`src/crms_pkg.sv`:
```
// crms_pkg: constants and types shared by the cpu register block.
// assumes a single 200 MHz clock domain and a synchronous active-high reset.
package crms_pkg;

  // ==========================================================================
  // widths
  localparam int unsigned XLEN      = 32;
  localparam int unsigned PC_BITS   = 24;
  localparam int unsigned STAT_BITS = 8;
  localparam int unsigned CODE_BITS = 16;
  localparam int unsigned RIDX_BITS = 5;
  localparam int unsigned NUM_GPR   = 32;

  // ==========================================================================
  // system register numbers
  localparam logic [4:0] SR_IRQ_SAVED_PC     = 5'h00;
  localparam logic [4:0] SR_IRQ_SAVED_STATUS = 5'h01;
  localparam logic [4:0] SR_NMI_SAVED_PC     = 5'h02;
  localparam logic [4:0] SR_NMI_SAVED_STATUS = 5'h03;
  localparam logic [4:0] SR_EXCEPTION_CAUSE  = 5'h04;
  localparam logic [4:0] SR_STATUS_WORD      = 5'h05;
  localparam logic [4:0] SR_LAST_DEFINED     = 5'h05;

  // ==========================================================================
  // status word fields and reset value
  localparam int unsigned ST_NMI_IN_PROGRESS   = 7;
  localparam int unsigned ST_TRAP_IN_PROGRESS  = 6;
  localparam int unsigned ST_INTERRUPT_DISABLE = 5;
  localparam int unsigned ST_STICKY_CLAMP      = 4;
  localparam int unsigned ST_CARRY             = 3;
  localparam int unsigned ST_SIGNED_RANGE_EXC  = 2;
  localparam int unsigned ST_NEGATIVE          = 1;
  localparam int unsigned ST_ZERO              = 0;
  localparam logic [7:0]  STATUS_RESET         = 8'h20;

  // exception cause fields
  localparam int unsigned CAUSE_NMI_LSB = 16;
  localparam int unsigned CAUSE_TRP_LSB = 0;

  // ==========================================================================
  // reset entry points (internal program memory and external memory)
  localparam logic [23:0] RESET_ENTRY_INTERNAL = 24'h000000;
  localparam logic [23:0] RESET_ENTRY_EXTERNAL = 24'h000000;

  // ==========================================================================
  // operating modes
  typedef enum logic [2:0] {
    CRMS_ROMLESS,
    CRMS_RESERVED,
    CRMS_SINGLE_CHIP,
    CRMS_PROM_READ,
    CRMS_PROM_PROGRAM
  } crms_mode_e;

endpackage

```
`src/crms_gpr.sv`:
```
// crms_gpr: thirty-two general registers, two registered read ports, one write port.
// assumes read and write addresses come from logic on the same clock.
`timescale 1ns/1ps
module crms_gpr (
  input  wire logic                          i_clk,
  input  wire logic                          i_srst,
  input  wire logic [crms_pkg::RIDX_BITS-1:0] i_rd_addr_a,
  input  wire logic [crms_pkg::RIDX_BITS-1:0] i_rd_addr_b,
  output logic      [crms_pkg::XLEN-1:0]      o_rd_data_a,
  output logic      [crms_pkg::XLEN-1:0]      o_rd_data_b,
  input  wire logic                          i_we,
  input  wire logic [crms_pkg::RIDX_BITS-1:0] i_waddr,
  input  wire logic [crms_pkg::XLEN-1:0]      i_wdata
);
  import crms_pkg::*;

  // ==========================================================================
  // storage; entry zero is never written and always reads zero
  logic [XLEN-1:0] regs_r [NUM_GPR];

  genvar g;
  generate
    for (g = 0; g < NUM_GPR; g++) begin : g_reg
      always_ff @(posedge i_clk) begin
        if (i_srst || g == 0) begin
          regs_r[g] <= '0;
        end else if (i_we && i_waddr == RIDX_BITS'(g)) begin
          regs_r[g] <= i_wdata;
        end
      end
    end
  endgenerate

  always_ff @(posedge i_clk) begin
    if (i_srst) begin
      o_rd_data_a <= '0;
      o_rd_data_b <= '0;
    end else begin
      o_rd_data_a <= regs_r[i_rd_addr_a];
      o_rd_data_b <= regs_r[i_rd_addr_b];
    end
  end
endmodule

```
`src/crms_mode_sel.sv`:
```
// crms_mode_sel: synchronises the strap pins and latches the operating mode at reset.
// assumes the straps are held stable while the part runs.
`timescale 1ns/1ps
module crms_mode_sel (
  input  wire logic                 i_clk,
  input  wire logic                 i_srst,
  input  wire logic                 i_mode_select_pin_low,
  input  wire logic                 i_mode_select_pin_high,
  input  wire logic                 i_prog_voltage_high,
  output crms_pkg::crms_mode_e      o_mode
);
  import crms_pkg::*;

  // ==========================================================================
  // two-stage synchronisers for the three pins
  logic [2:0] pins_meta_r;
  logic [2:0] pins_sync_r;
  crms_mode_e mode_nxt;

  always_ff @(posedge i_clk) begin
    pins_meta_r <= {i_prog_voltage_high, i_mode_select_pin_high, i_mode_select_pin_low};
    pins_sync_r <= pins_meta_r;
  end

  // ==========================================================================
  // decode
  always_comb begin
    case (pins_sync_r)
      3'h0, 3'h4: mode_nxt = CRMS_ROMLESS;
      3'h2, 3'h6: mode_nxt = CRMS_SINGLE_CHIP;
      3'h3:       mode_nxt = CRMS_PROM_READ;
      3'h7:       mode_nxt = CRMS_PROM_PROGRAM;
      default:    mode_nxt = CRMS_RESERVED;
    endcase
  end

  // sampled throughout reset, frozen from release until the next reset
  always_ff @(posedge i_clk) begin
    if (i_srst) begin
      o_mode <= mode_nxt;
    end
  end
endmodule

```
`src/crms_regs.sv`:
```
// crms_regs: cpu register set with system registers, status word and mode selection.
// assumes execution and exception logic on the same clock drive every request input.
`timescale 1ns/1ps

// Notes on behaviour
// - thirty-two general registers; register zero always reads zero
// - program counter keeps 24 bits; upper byte zero; carry from bit 23 dropped
// - program counter bit 0 always zero
// - trap or interrupt copies pc and status into the single save pair
// - saved pc upper 8 bits and saved status upper 24 bits read zero
// - accepted nmi copies pc and status into the nmi save pair
// - cause register: nmi code high half, trap/interrupt code low half
// - system registers numbered 0 to 5; 6 to 31 reserved, writes ignored and reads zero
// - status word resets to 20 hex; bits 31 to 8 always zero
// - nmi-in-progress bit set on nmi acceptance and masks further nmi
// - trap-in-progress bit set when a trap is accepted (not when an nmi is taken in the same cycle)
// - interrupt-disable bit blocks maskable interrupt acceptance
// - clamp flag set on saturating overflow, otherwise holds unless software writes the status word
// - carry bit follows carry or borrow of each operation
// - signed-range bit follows signed overflow of each operation
// - negative and zero bits follow each flag-affecting result
// - straps 00 select rom-less, high pin 1 low 0 select single-chip
// - single-chip: port pins, internal entry, bus only via expansion register
// - rom-less: bus pins on, external entry, internal memory unreachable
// - prom modes present a byte-wide eprom-style interface
// - borrow beyond bit 23 in branch calculation also dropped; space wraps
module crms_regs (
  input  wire logic                           i_clk,
  input  wire logic                           i_srst,
  input  wire logic                           i_mode_select_pin_low,
  input  wire logic                           i_mode_select_pin_high,
  input  wire logic                           i_prog_voltage_high,
  input  wire logic                           i_mem_expansion_en,
  input  wire logic [crms_pkg::RIDX_BITS-1:0]  i_rd_addr_a,
  input  wire logic [crms_pkg::RIDX_BITS-1:0]  i_rd_addr_b,
  output logic      [crms_pkg::XLEN-1:0]       o_rd_data_a,
  output logic      [crms_pkg::XLEN-1:0]       o_rd_data_b,
  input  wire logic                           i_gpr_we,
  input  wire logic [crms_pkg::RIDX_BITS-1:0]  i_gpr_waddr,
  input  wire logic [crms_pkg::XLEN-1:0]       i_gpr_wdata,
  input  wire logic                           i_pc_load,
  input  wire logic [crms_pkg::XLEN-1:0]       i_pc_target,
  input  wire logic                           i_pc_add,
  input  wire logic [crms_pkg::XLEN-1:0]       i_pc_offset,
  output logic      [crms_pkg::XLEN-1:0]       o_pc,
  input  wire logic                           i_flag_we,
  input  wire logic                           i_res_carry,
  input  wire logic                           i_res_signed_ovf,
  input  wire logic                           i_res_negative,
  input  wire logic                           i_res_zero,
  input  wire logic                           i_clamp_ovf,
  input  wire logic                           i_sr_we,
  input  wire logic                           i_sr_re,
  input  wire logic [crms_pkg::RIDX_BITS-1:0]  i_sr_num,
  input  wire logic [crms_pkg::XLEN-1:0]       i_sr_wdata,
  output logic      [crms_pkg::XLEN-1:0]       o_sr_rdata,
  input  wire logic                           i_trap_req,
  input  wire logic [crms_pkg::CODE_BITS-1:0]  i_trap_code,
  input  wire logic                           i_irq_req,
  input  wire logic [crms_pkg::CODE_BITS-1:0]  i_irq_code,
  input  wire logic                           i_nmi_req,
  input  wire logic [crms_pkg::CODE_BITS-1:0]  i_nmi_code,
  output logic                                o_trap_taken,
  output logic                                o_irq_taken,
  output logic                                o_nmi_taken,
  output logic      [crms_pkg::XLEN-1:0]       o_status_word,
  output crms_pkg::crms_mode_e                o_mode,
  output logic                                o_bus_ctrl_en,
  output logic                                o_int_rom_en,
  output logic                                o_prom_if_en,
  output logic                                o_exec_en
);
  import crms_pkg::*;

  // ==========================================================================
  // state
  logic [PC_BITS-1:0]   pc_r;
  logic [PC_BITS-1:0]   pc_nxt;
  logic [PC_BITS-1:0]   irq_saved_pc_r;
  logic [STAT_BITS-1:0] irq_saved_status_r;
  logic [PC_BITS-1:0]   nmi_saved_pc_r;
  logic [STAT_BITS-1:0] nmi_saved_status_r;
  logic [XLEN-1:0]      exception_cause_r;
  logic [STAT_BITS-1:0] status_r;
  logic [STAT_BITS-1:0] status_nxt;
  logic                 rst_d_r;
  logic                 sr_valid;
  logic                 sr_wr;
  logic                 any_irq_save;

  // ==========================================================================
  // sub-blocks
  crms_gpr u_gpr (
    .i_clk       (i_clk),
    .i_srst      (i_srst),
    .i_rd_addr_a (i_rd_addr_a),
    .i_rd_addr_b (i_rd_addr_b),
    .o_rd_data_a (o_rd_data_a),
    .o_rd_data_b (o_rd_data_b),
    .i_we        (i_gpr_we),
    .i_waddr     (i_gpr_waddr),
    .i_wdata     (i_gpr_wdata)
  );

  crms_mode_sel u_mode (
    .i_clk                  (i_clk),
    .i_srst                 (i_srst),
    .i_mode_select_pin_low  (i_mode_select_pin_low),
    .i_mode_select_pin_high (i_mode_select_pin_high),
    .i_prog_voltage_high    (i_prog_voltage_high),
    .o_mode                 (o_mode)
  );

  // ==========================================================================
  // mode-derived controls
  always_comb begin
    o_exec_en     = 1'b0;
    o_bus_ctrl_en = 1'b0;
    o_int_rom_en  = 1'b0;
    o_prom_if_en  = 1'b0;
    case (o_mode)
      CRMS_ROMLESS: begin
        o_exec_en     = !i_srst;
        o_bus_ctrl_en = !i_srst;
      end
      CRMS_SINGLE_CHIP: begin
        o_exec_en     = !i_srst;
        o_int_rom_en  = 1'b1;
        o_bus_ctrl_en = !i_srst && i_mem_expansion_en;
      end
      CRMS_PROM_READ, CRMS_PROM_PROGRAM: begin
        o_prom_if_en  = !i_srst;
      end
      default: begin
        o_exec_en     = 1'b0;
      end
    endcase
  end

  // ==========================================================================
  // event acceptance: nmi first, then trap, then maskable interrupt
  always_comb begin
    o_nmi_taken  = o_exec_en && i_nmi_req && !status_r[ST_NMI_IN_PROGRESS];
    o_trap_taken = o_exec_en && i_trap_req && !o_nmi_taken;
    o_irq_taken  = o_exec_en && i_irq_req && !o_nmi_taken && !i_trap_req
                   && !status_r[ST_INTERRUPT_DISABLE];
  end

  assign any_irq_save = o_trap_taken || o_irq_taken;

  // ==========================================================================
  // system register access decode; reserved numbers ignored
  assign sr_valid = i_sr_num <= SR_LAST_DEFINED;
  assign sr_wr    = i_sr_we && sr_valid && o_exec_en;

  // ==========================================================================
  // program counter
  always_comb begin
    pc_nxt = pc_r;
    if (i_pc_load) begin
      pc_nxt = {i_pc_target[PC_BITS-1:1], 1'b0};
    end else if (i_pc_add) begin
      pc_nxt = pc_r + i_pc_offset[PC_BITS-1:0];
      pc_nxt[0] = 1'b0;
    end
  end

  always_ff @(posedge i_clk) begin
    rst_d_r <= i_srst;
  end

  always_ff @(posedge i_clk) begin
    if (i_srst) begin
      pc_r <= '0;
    end else if (rst_d_r) begin
      pc_r <= (o_mode == CRMS_ROMLESS) ? RESET_ENTRY_EXTERNAL
                                       : RESET_ENTRY_INTERNAL;
    end else if (o_exec_en) begin
      pc_r <= pc_nxt;
    end
  end

  assign o_pc = {{(XLEN-PC_BITS){1'b0}}, pc_r};

  // ==========================================================================
  // save registers and cause
  always_ff @(posedge i_clk) begin
    if (i_srst) begin
      irq_saved_pc_r     <= '0;
      irq_saved_status_r <= '0;
    end else if (any_irq_save) begin
      irq_saved_pc_r     <= pc_r;
      irq_saved_status_r <= status_r;
    end else if (sr_wr && i_sr_num == SR_IRQ_SAVED_PC) begin
      irq_saved_pc_r     <= i_sr_wdata[PC_BITS-1:0];
    end else if (sr_wr && i_sr_num == SR_IRQ_SAVED_STATUS) begin
      irq_saved_status_r <= i_sr_wdata[STAT_BITS-1:0];
    end
  end

  always_ff @(posedge i_clk) begin
    if (i_srst) begin
      nmi_saved_pc_r     <= '0;
      nmi_saved_status_r <= '0;
    end else if (o_nmi_taken) begin
      nmi_saved_pc_r     <= pc_r;
      nmi_saved_status_r <= status_r;
    end else if (sr_wr && i_sr_num == SR_NMI_SAVED_PC) begin
      nmi_saved_pc_r     <= i_sr_wdata[PC_BITS-1:0];
    end else if (sr_wr && i_sr_num == SR_NMI_SAVED_STATUS) begin
      nmi_saved_status_r <= i_sr_wdata[STAT_BITS-1:0];
    end
  end

  always_ff @(posedge i_clk) begin
    if (i_srst) begin
      exception_cause_r <= '0;
    end else begin
      if (sr_wr && i_sr_num == SR_EXCEPTION_CAUSE) begin
        exception_cause_r <= i_sr_wdata;
      end
      if (o_nmi_taken) begin
        exception_cause_r[CAUSE_NMI_LSB +: CODE_BITS] <= i_nmi_code;
      end
      if (o_trap_taken) begin
        exception_cause_r[CAUSE_TRP_LSB +: CODE_BITS] <= i_trap_code;
      end else if (o_irq_taken) begin
        exception_cause_r[CAUSE_TRP_LSB +: CODE_BITS] <= i_irq_code;
      end
    end
  end

  // ==========================================================================
  // status word: software write, then flag results, then event bits
  always_comb begin
    status_nxt = status_r;
    if (sr_wr && i_sr_num == SR_STATUS_WORD) begin
      status_nxt = i_sr_wdata[STAT_BITS-1:0];
    end
    if (i_flag_we) begin
      status_nxt[ST_CARRY]            = i_res_carry;
      status_nxt[ST_SIGNED_RANGE_EXC] = i_res_signed_ovf;
      status_nxt[ST_NEGATIVE]         = i_res_negative;
      status_nxt[ST_ZERO]             = i_res_zero;
    end
    if (i_clamp_ovf) begin
      status_nxt[ST_STICKY_CLAMP] = 1'b1;
    end
    if (o_nmi_taken) begin
      status_nxt[ST_NMI_IN_PROGRESS]   = 1'b1;
      status_nxt[ST_INTERRUPT_DISABLE] = 1'b1;
    end
    if (o_trap_taken) begin
      status_nxt[ST_TRAP_IN_PROGRESS]  = 1'b1;
      status_nxt[ST_INTERRUPT_DISABLE] = 1'b1;
    end
    if (o_irq_taken) begin
      status_nxt[ST_INTERRUPT_DISABLE] = 1'b1;
    end
  end

  always_ff @(posedge i_clk) begin
    if (i_srst) begin
      status_r <= STATUS_RESET;
    end else if (o_exec_en) begin
      status_r <= status_nxt;
    end
  end

  assign o_status_word = {{(XLEN-STAT_BITS){1'b0}}, status_r};

  // ==========================================================================
  // system register read, one cycle after the request
  always_ff @(posedge i_clk) begin
    if (i_srst || !i_sr_re) begin
      o_sr_rdata <= '0;
    end else begin
      case (i_sr_num)
        SR_IRQ_SAVED_PC:     o_sr_rdata <= {{(XLEN-PC_BITS){1'b0}}, irq_saved_pc_r};
        SR_IRQ_SAVED_STATUS: o_sr_rdata <= {{(XLEN-STAT_BITS){1'b0}}, irq_saved_status_r};
        SR_NMI_SAVED_PC:     o_sr_rdata <= {{(XLEN-PC_BITS){1'b0}}, nmi_saved_pc_r};
        SR_NMI_SAVED_STATUS: o_sr_rdata <= {{(XLEN-STAT_BITS){1'b0}}, nmi_saved_status_r};
        SR_EXCEPTION_CAUSE:  o_sr_rdata <= exception_cause_r;
        SR_STATUS_WORD:      o_sr_rdata <= o_status_word;
        default:             o_sr_rdata <= '0;
      endcase
    end
  end
endmodule

```
`config.mk`:
```
export PLATFORM = sky130hd
export DESIGN_NAME = crms_regs
export DESIGN_NICKNAME = d
export VERILOG_FILES = /design/src/crms_pkg.sv /design/src/crms_gpr.sv /design/src/crms_mode_sel.sv /design/src/crms_regs.sv
export SDC_FILE = /design/constraint.sdc
export NUM_CORES = 2
export LEC_CHECK = 0
export BUFFER_PORTS_ARGS = -buffer_cell sky130_fd_sc_hd__buf_2
export CORE_MARGIN = 2
export CORE_UTILIZATION = 35
export CTS_BUF_LIST = sky130_fd_sc_hd__clkbuf_8
export CTS_CLUSTER_DIAMETER = 30
export DETAILED_ROUTE_END_ITERATION = 10
export GPL_ROUTABILITY_DRIVEN = 0
export PLACE_DENSITY = 0.6
export SLEW_MARGIN = 5
export SYNTH_ARGS = -nofsm -noshare
export SYNTH_HDL_FRONTEND = slang
export SYNTH_SLANG_ARGS = --single-unit
```
`constraint.sdc`:
```
create_clock -name i_clk -period 3.1 [get_ports i_clk]
set_input_delay 0.31 -clock i_clk [delete_from_list [all_inputs] [get_ports i_clk]]
set_output_delay 0.31 -clock i_clk [all_outputs]
set_load 0.02 [all_outputs]
```
==> metrics.csv <==
stage;metric;value;unit
critical_path;r2r_slack;0.06;ns
critical_path;crit_chain;ha_1, nand3_1, a21oi_1, o41ai_2, nor3b_2, a211o_1, xnor2_1, o22ai_1, dlygate4sd3_1;
floorplanning;dieHeight;430;um
critical_path;start_kind;flop;
placed_design;place_area;0.0693;mm2
grt;grt_pass1_wl;322000;um
grt;grt_max_degree;108;
floorplanning;die_x;430;um
critical_path;end_kind;flop;
pwr;peakVddDrop;0.478;mV
yosys;yosysSeqAreaShare;0.543;
hold_path;min-delay-start;i_pc_offset[9];
timing;clock.fmax;0.329;GHz
layout;layout-drive-gt1-share;0.342;
yosys;synth_area_per_cell;14.4;um2
layout;nets;5328;
yosys;synth.distinct_cells;73;
timing;fin_skew;0.0793;ns
routing;num_vias;43838;
critical_path;cp-startpoint;pc_r[5];
critical_path;r2r-start;pc_r[5];
yosys;yosys_warnings;0;
placed_design;portBuffers;334;
grt;antenna_found_initial;36;
layout;fin_util;0.436;
timing;tns;0;ns
layout;syn_to_final_growth;23.9;%
critical_path;cp.arrival;3.87;ns
timing;worstMarginPinSlew;1.13;ns
placed_design;dp.cells;6909;
clock_network;htree_levels;5;
yosys;postSynthCellCount;4410;
critical_path;crit_required;3.94;ns
yosys;yosys.area.top_type;edfxtp_1;
pwr;power_leakage;29.1;nW
routing;postRouteWirelength;228000;um
timing;fin_crit_sh;0.979;
critical_path;critical_path.max_fanout;6;
floorplanning;die_area;0.185;mm2
critical_path;worstSetupPathType;reg2reg;
clock_network;insertion_delay;1.03;ns
grt;globalRouteTotalUtil;0.242;
yosys;synth_top_area_share;0.471;
routing;first_pass_iters;6;
yosys;ys_async_sr_fraction;0;
routing;viasPerCell;5.69;
clock_network;clkSlewWorstSetupHoldPaths;0.06;ns
timing;finalHoldViolations;0;
critical_path;critPathBufInv;1;
grt;grt_pass1_vias;45102;
clock_network;cts_tree;done;
layout;final_common_cell;and2_1;
timing;fin_crit;3.04;ns
routing;wire_per_inst;29.6;um
placed_design;hpwl;142000;um
run_status;run_status;finished clean;
grt;grt-ovfl-total;0;
yosys;synth.area.top_cells;edfxtp_1 47%, mux4_2 20%, and2_1 9.9%;
clock_network;clkSinkCount;1225;
floorplanning;core;0.181;mm2
critical_path;crit_slowest_cell;dlygate4sd3_1;
yosys;synth-edff-count;995;
yosys;syn_area;0.0635;mm2
layout;final_cell_mix;1005 x and2_1, 995 x edfxtp_1, 576 x mux4_2, 351 x clkbuf_8, 325 x buf_2;
timing;relSlewSlack;0.244;
routing;drtAntennaViolNets;0;
critical_path;crit_path_max_incr_delay;0.57;ns
job;drv_cap;0;
critical_path;path_delay_family;compound AO/OA/AOI/OAI gates;
layout;finalInstanceArea;0.0786;mm2
clock_network;cts_root_buf;clkbuf_8;
floorplanning;initial_core_util;0.351;
floorplanning;rows;156;
pwr;power.density;597;mW/mm2
layout;fin_cells;7707;
routing;drc;0;
yosys;ys_ff_latch;1225;
routing;drtIter0Drc;5206;
clock_network;clk_path_buf_depth;4;
timing;setup_viol_count_final;0;
yosys;synthFlopType;edfxtp_1;
hold_path;hp-class;in2reg;
clock_network;cts_inserted_buffers;325;
timing;slew_violations;0;
floorplanning;io_pins;386;
[stage by stage]
step | setup WS [ns] | hold WS (ns) | total power [W]
after floorplan | 0.125 | 0.310 | 0.0224
after global placement | 0.263 | 0.316 | 0.0243
after detailed placement | 0.266 | 0.312 | 0.0244
after CTS | 0.0109 | 0.00666 | 0.0472
after global routing | -0.0463 | 0.0535 | 0.0484
final | 0.0644 | 0.105 | 0.0469
[metal layers]
metal  GRT usage  part of all wire  wire length, um
met5           0          0.000035                8
met1       0.306              0.38            85700
met3      0.0538             0.096            21900
met4       0.112             0.047            10700
met2       0.397              0.48           110000
[worst reg2reg max path, cell delays in order (launching register included)]
cell	delay (ns)
dfxtp_1	0.53
ha_1	0.38
nand3_1	0.12
a21oi_1	0.12
o41ai_2	0.47
nor3b_2	0.14
a211o_1	0.33
xnor2_1	0.14
o22ai_1	0.09
dlygate4sd3_1	0.57
[what timing repair did]
item                       in CTS  in global routing
setup endpoints to repair       3                 18
hold endpoints to repair     1180                  0
cloned                          0                  0
resized for setup               5                 19
pin swaps                       0                  7
buffers inserted                1                  5
hold buffers                  217                  0
[Yosys cell counts (9+ instances only)]
master / n
and2_1: 1005
clkbuf_1: 337
dfxtp_1: 230
buf_4: 33
o21ai_0: 31
mux2_2: 82
a22oi_1: 24
edfxtp_1: 995
buf_2: 73
a22o_1: 63
buf_1: 32
nand3_1: 35
a21o_1: 18
mux2i_1: 134
nor3_1: 11
a311oi_1: 34
nor2_1: 260
o221ai_1: 9
a21oi_1: 62
nand2_1: 96
mux4_2: 576
ha_1: 22
a211oi_1: 69
or3_1: 9
inv_1: 16
o21bai_1: 18
[final cells by class]
type | instances | area, um2
Timing Repair Buffer | 801 | 6620
Fill cell | 16014 | 102000
Sequential cell | 1225 | 34500
Clock buffer | 350 | 4820
Multi-Input combinational cell | 2717 | 27500
Tap cell | 2370 | 2970
Clock inverter | 215 | 2190
Antenna cell | 10 | 25.0
Inverter | 19 | 81.3
[flip-flops by register name (all words and copies together), names as in the netlist]
name,flops
exception_cause_r,32
irq_saved_pc_r,24
irq_saved_status_r,8
nmi_saved_pc_r,24
nmi_saved_status_r,8
o_sr_rdata,32
pc_r,23
rst_d_r,1
status_r,8
u_gpr.o_rd_data_a,32
u_gpr.o_rd_data_b,32
u_gpr.regs_r,992
u_mode.o_mode,3
u_mode.pins_meta_r,3
u_mode.pins_sync_r,3
[final timing paths]
kind,to,cells past startpoint
worst max-delay path,pc_r[16],9
worst min-delay path,pc_r[10],5
worst max register to register,pc_r[16],9
worst min register to register,u_mode.pins_sync_r[2],0
[report_power, final]
group	switching, W	internal [W]	total (W)	leakage, nW
clock	0.00839	0.0142	0.0225	3.73
sequential	0.000462	0.0187	0.0192	11.4
combinational	0.00285	0.00238	0.00522	14.0
[kinds of logic (layout without fill, tap and decap cells)]
| logic type | Yosys count | after routing | share of synthesized area |
|---|---|---|---|
| AOI/OAI and AO/OA | 384 | 384 | 0.0447 |
| adders and majority gates | 23 | 23 | 0.00465 |
| other | 1 | 43 | 0.0000591 |
| buffers and inverters | 500 | 1385 | 0.0342 |
| DFF | 1225 | 1225 | 0.543 |
| xor gates and xnor gates | 10 | 10 | 0.00138 |
| muxes | 792 | 792 | 0.240 |
| and+or+nand+nor | 1475 | 1475 | 0.132 |
No activity file was read; power rests on OpenSTA's default activity.
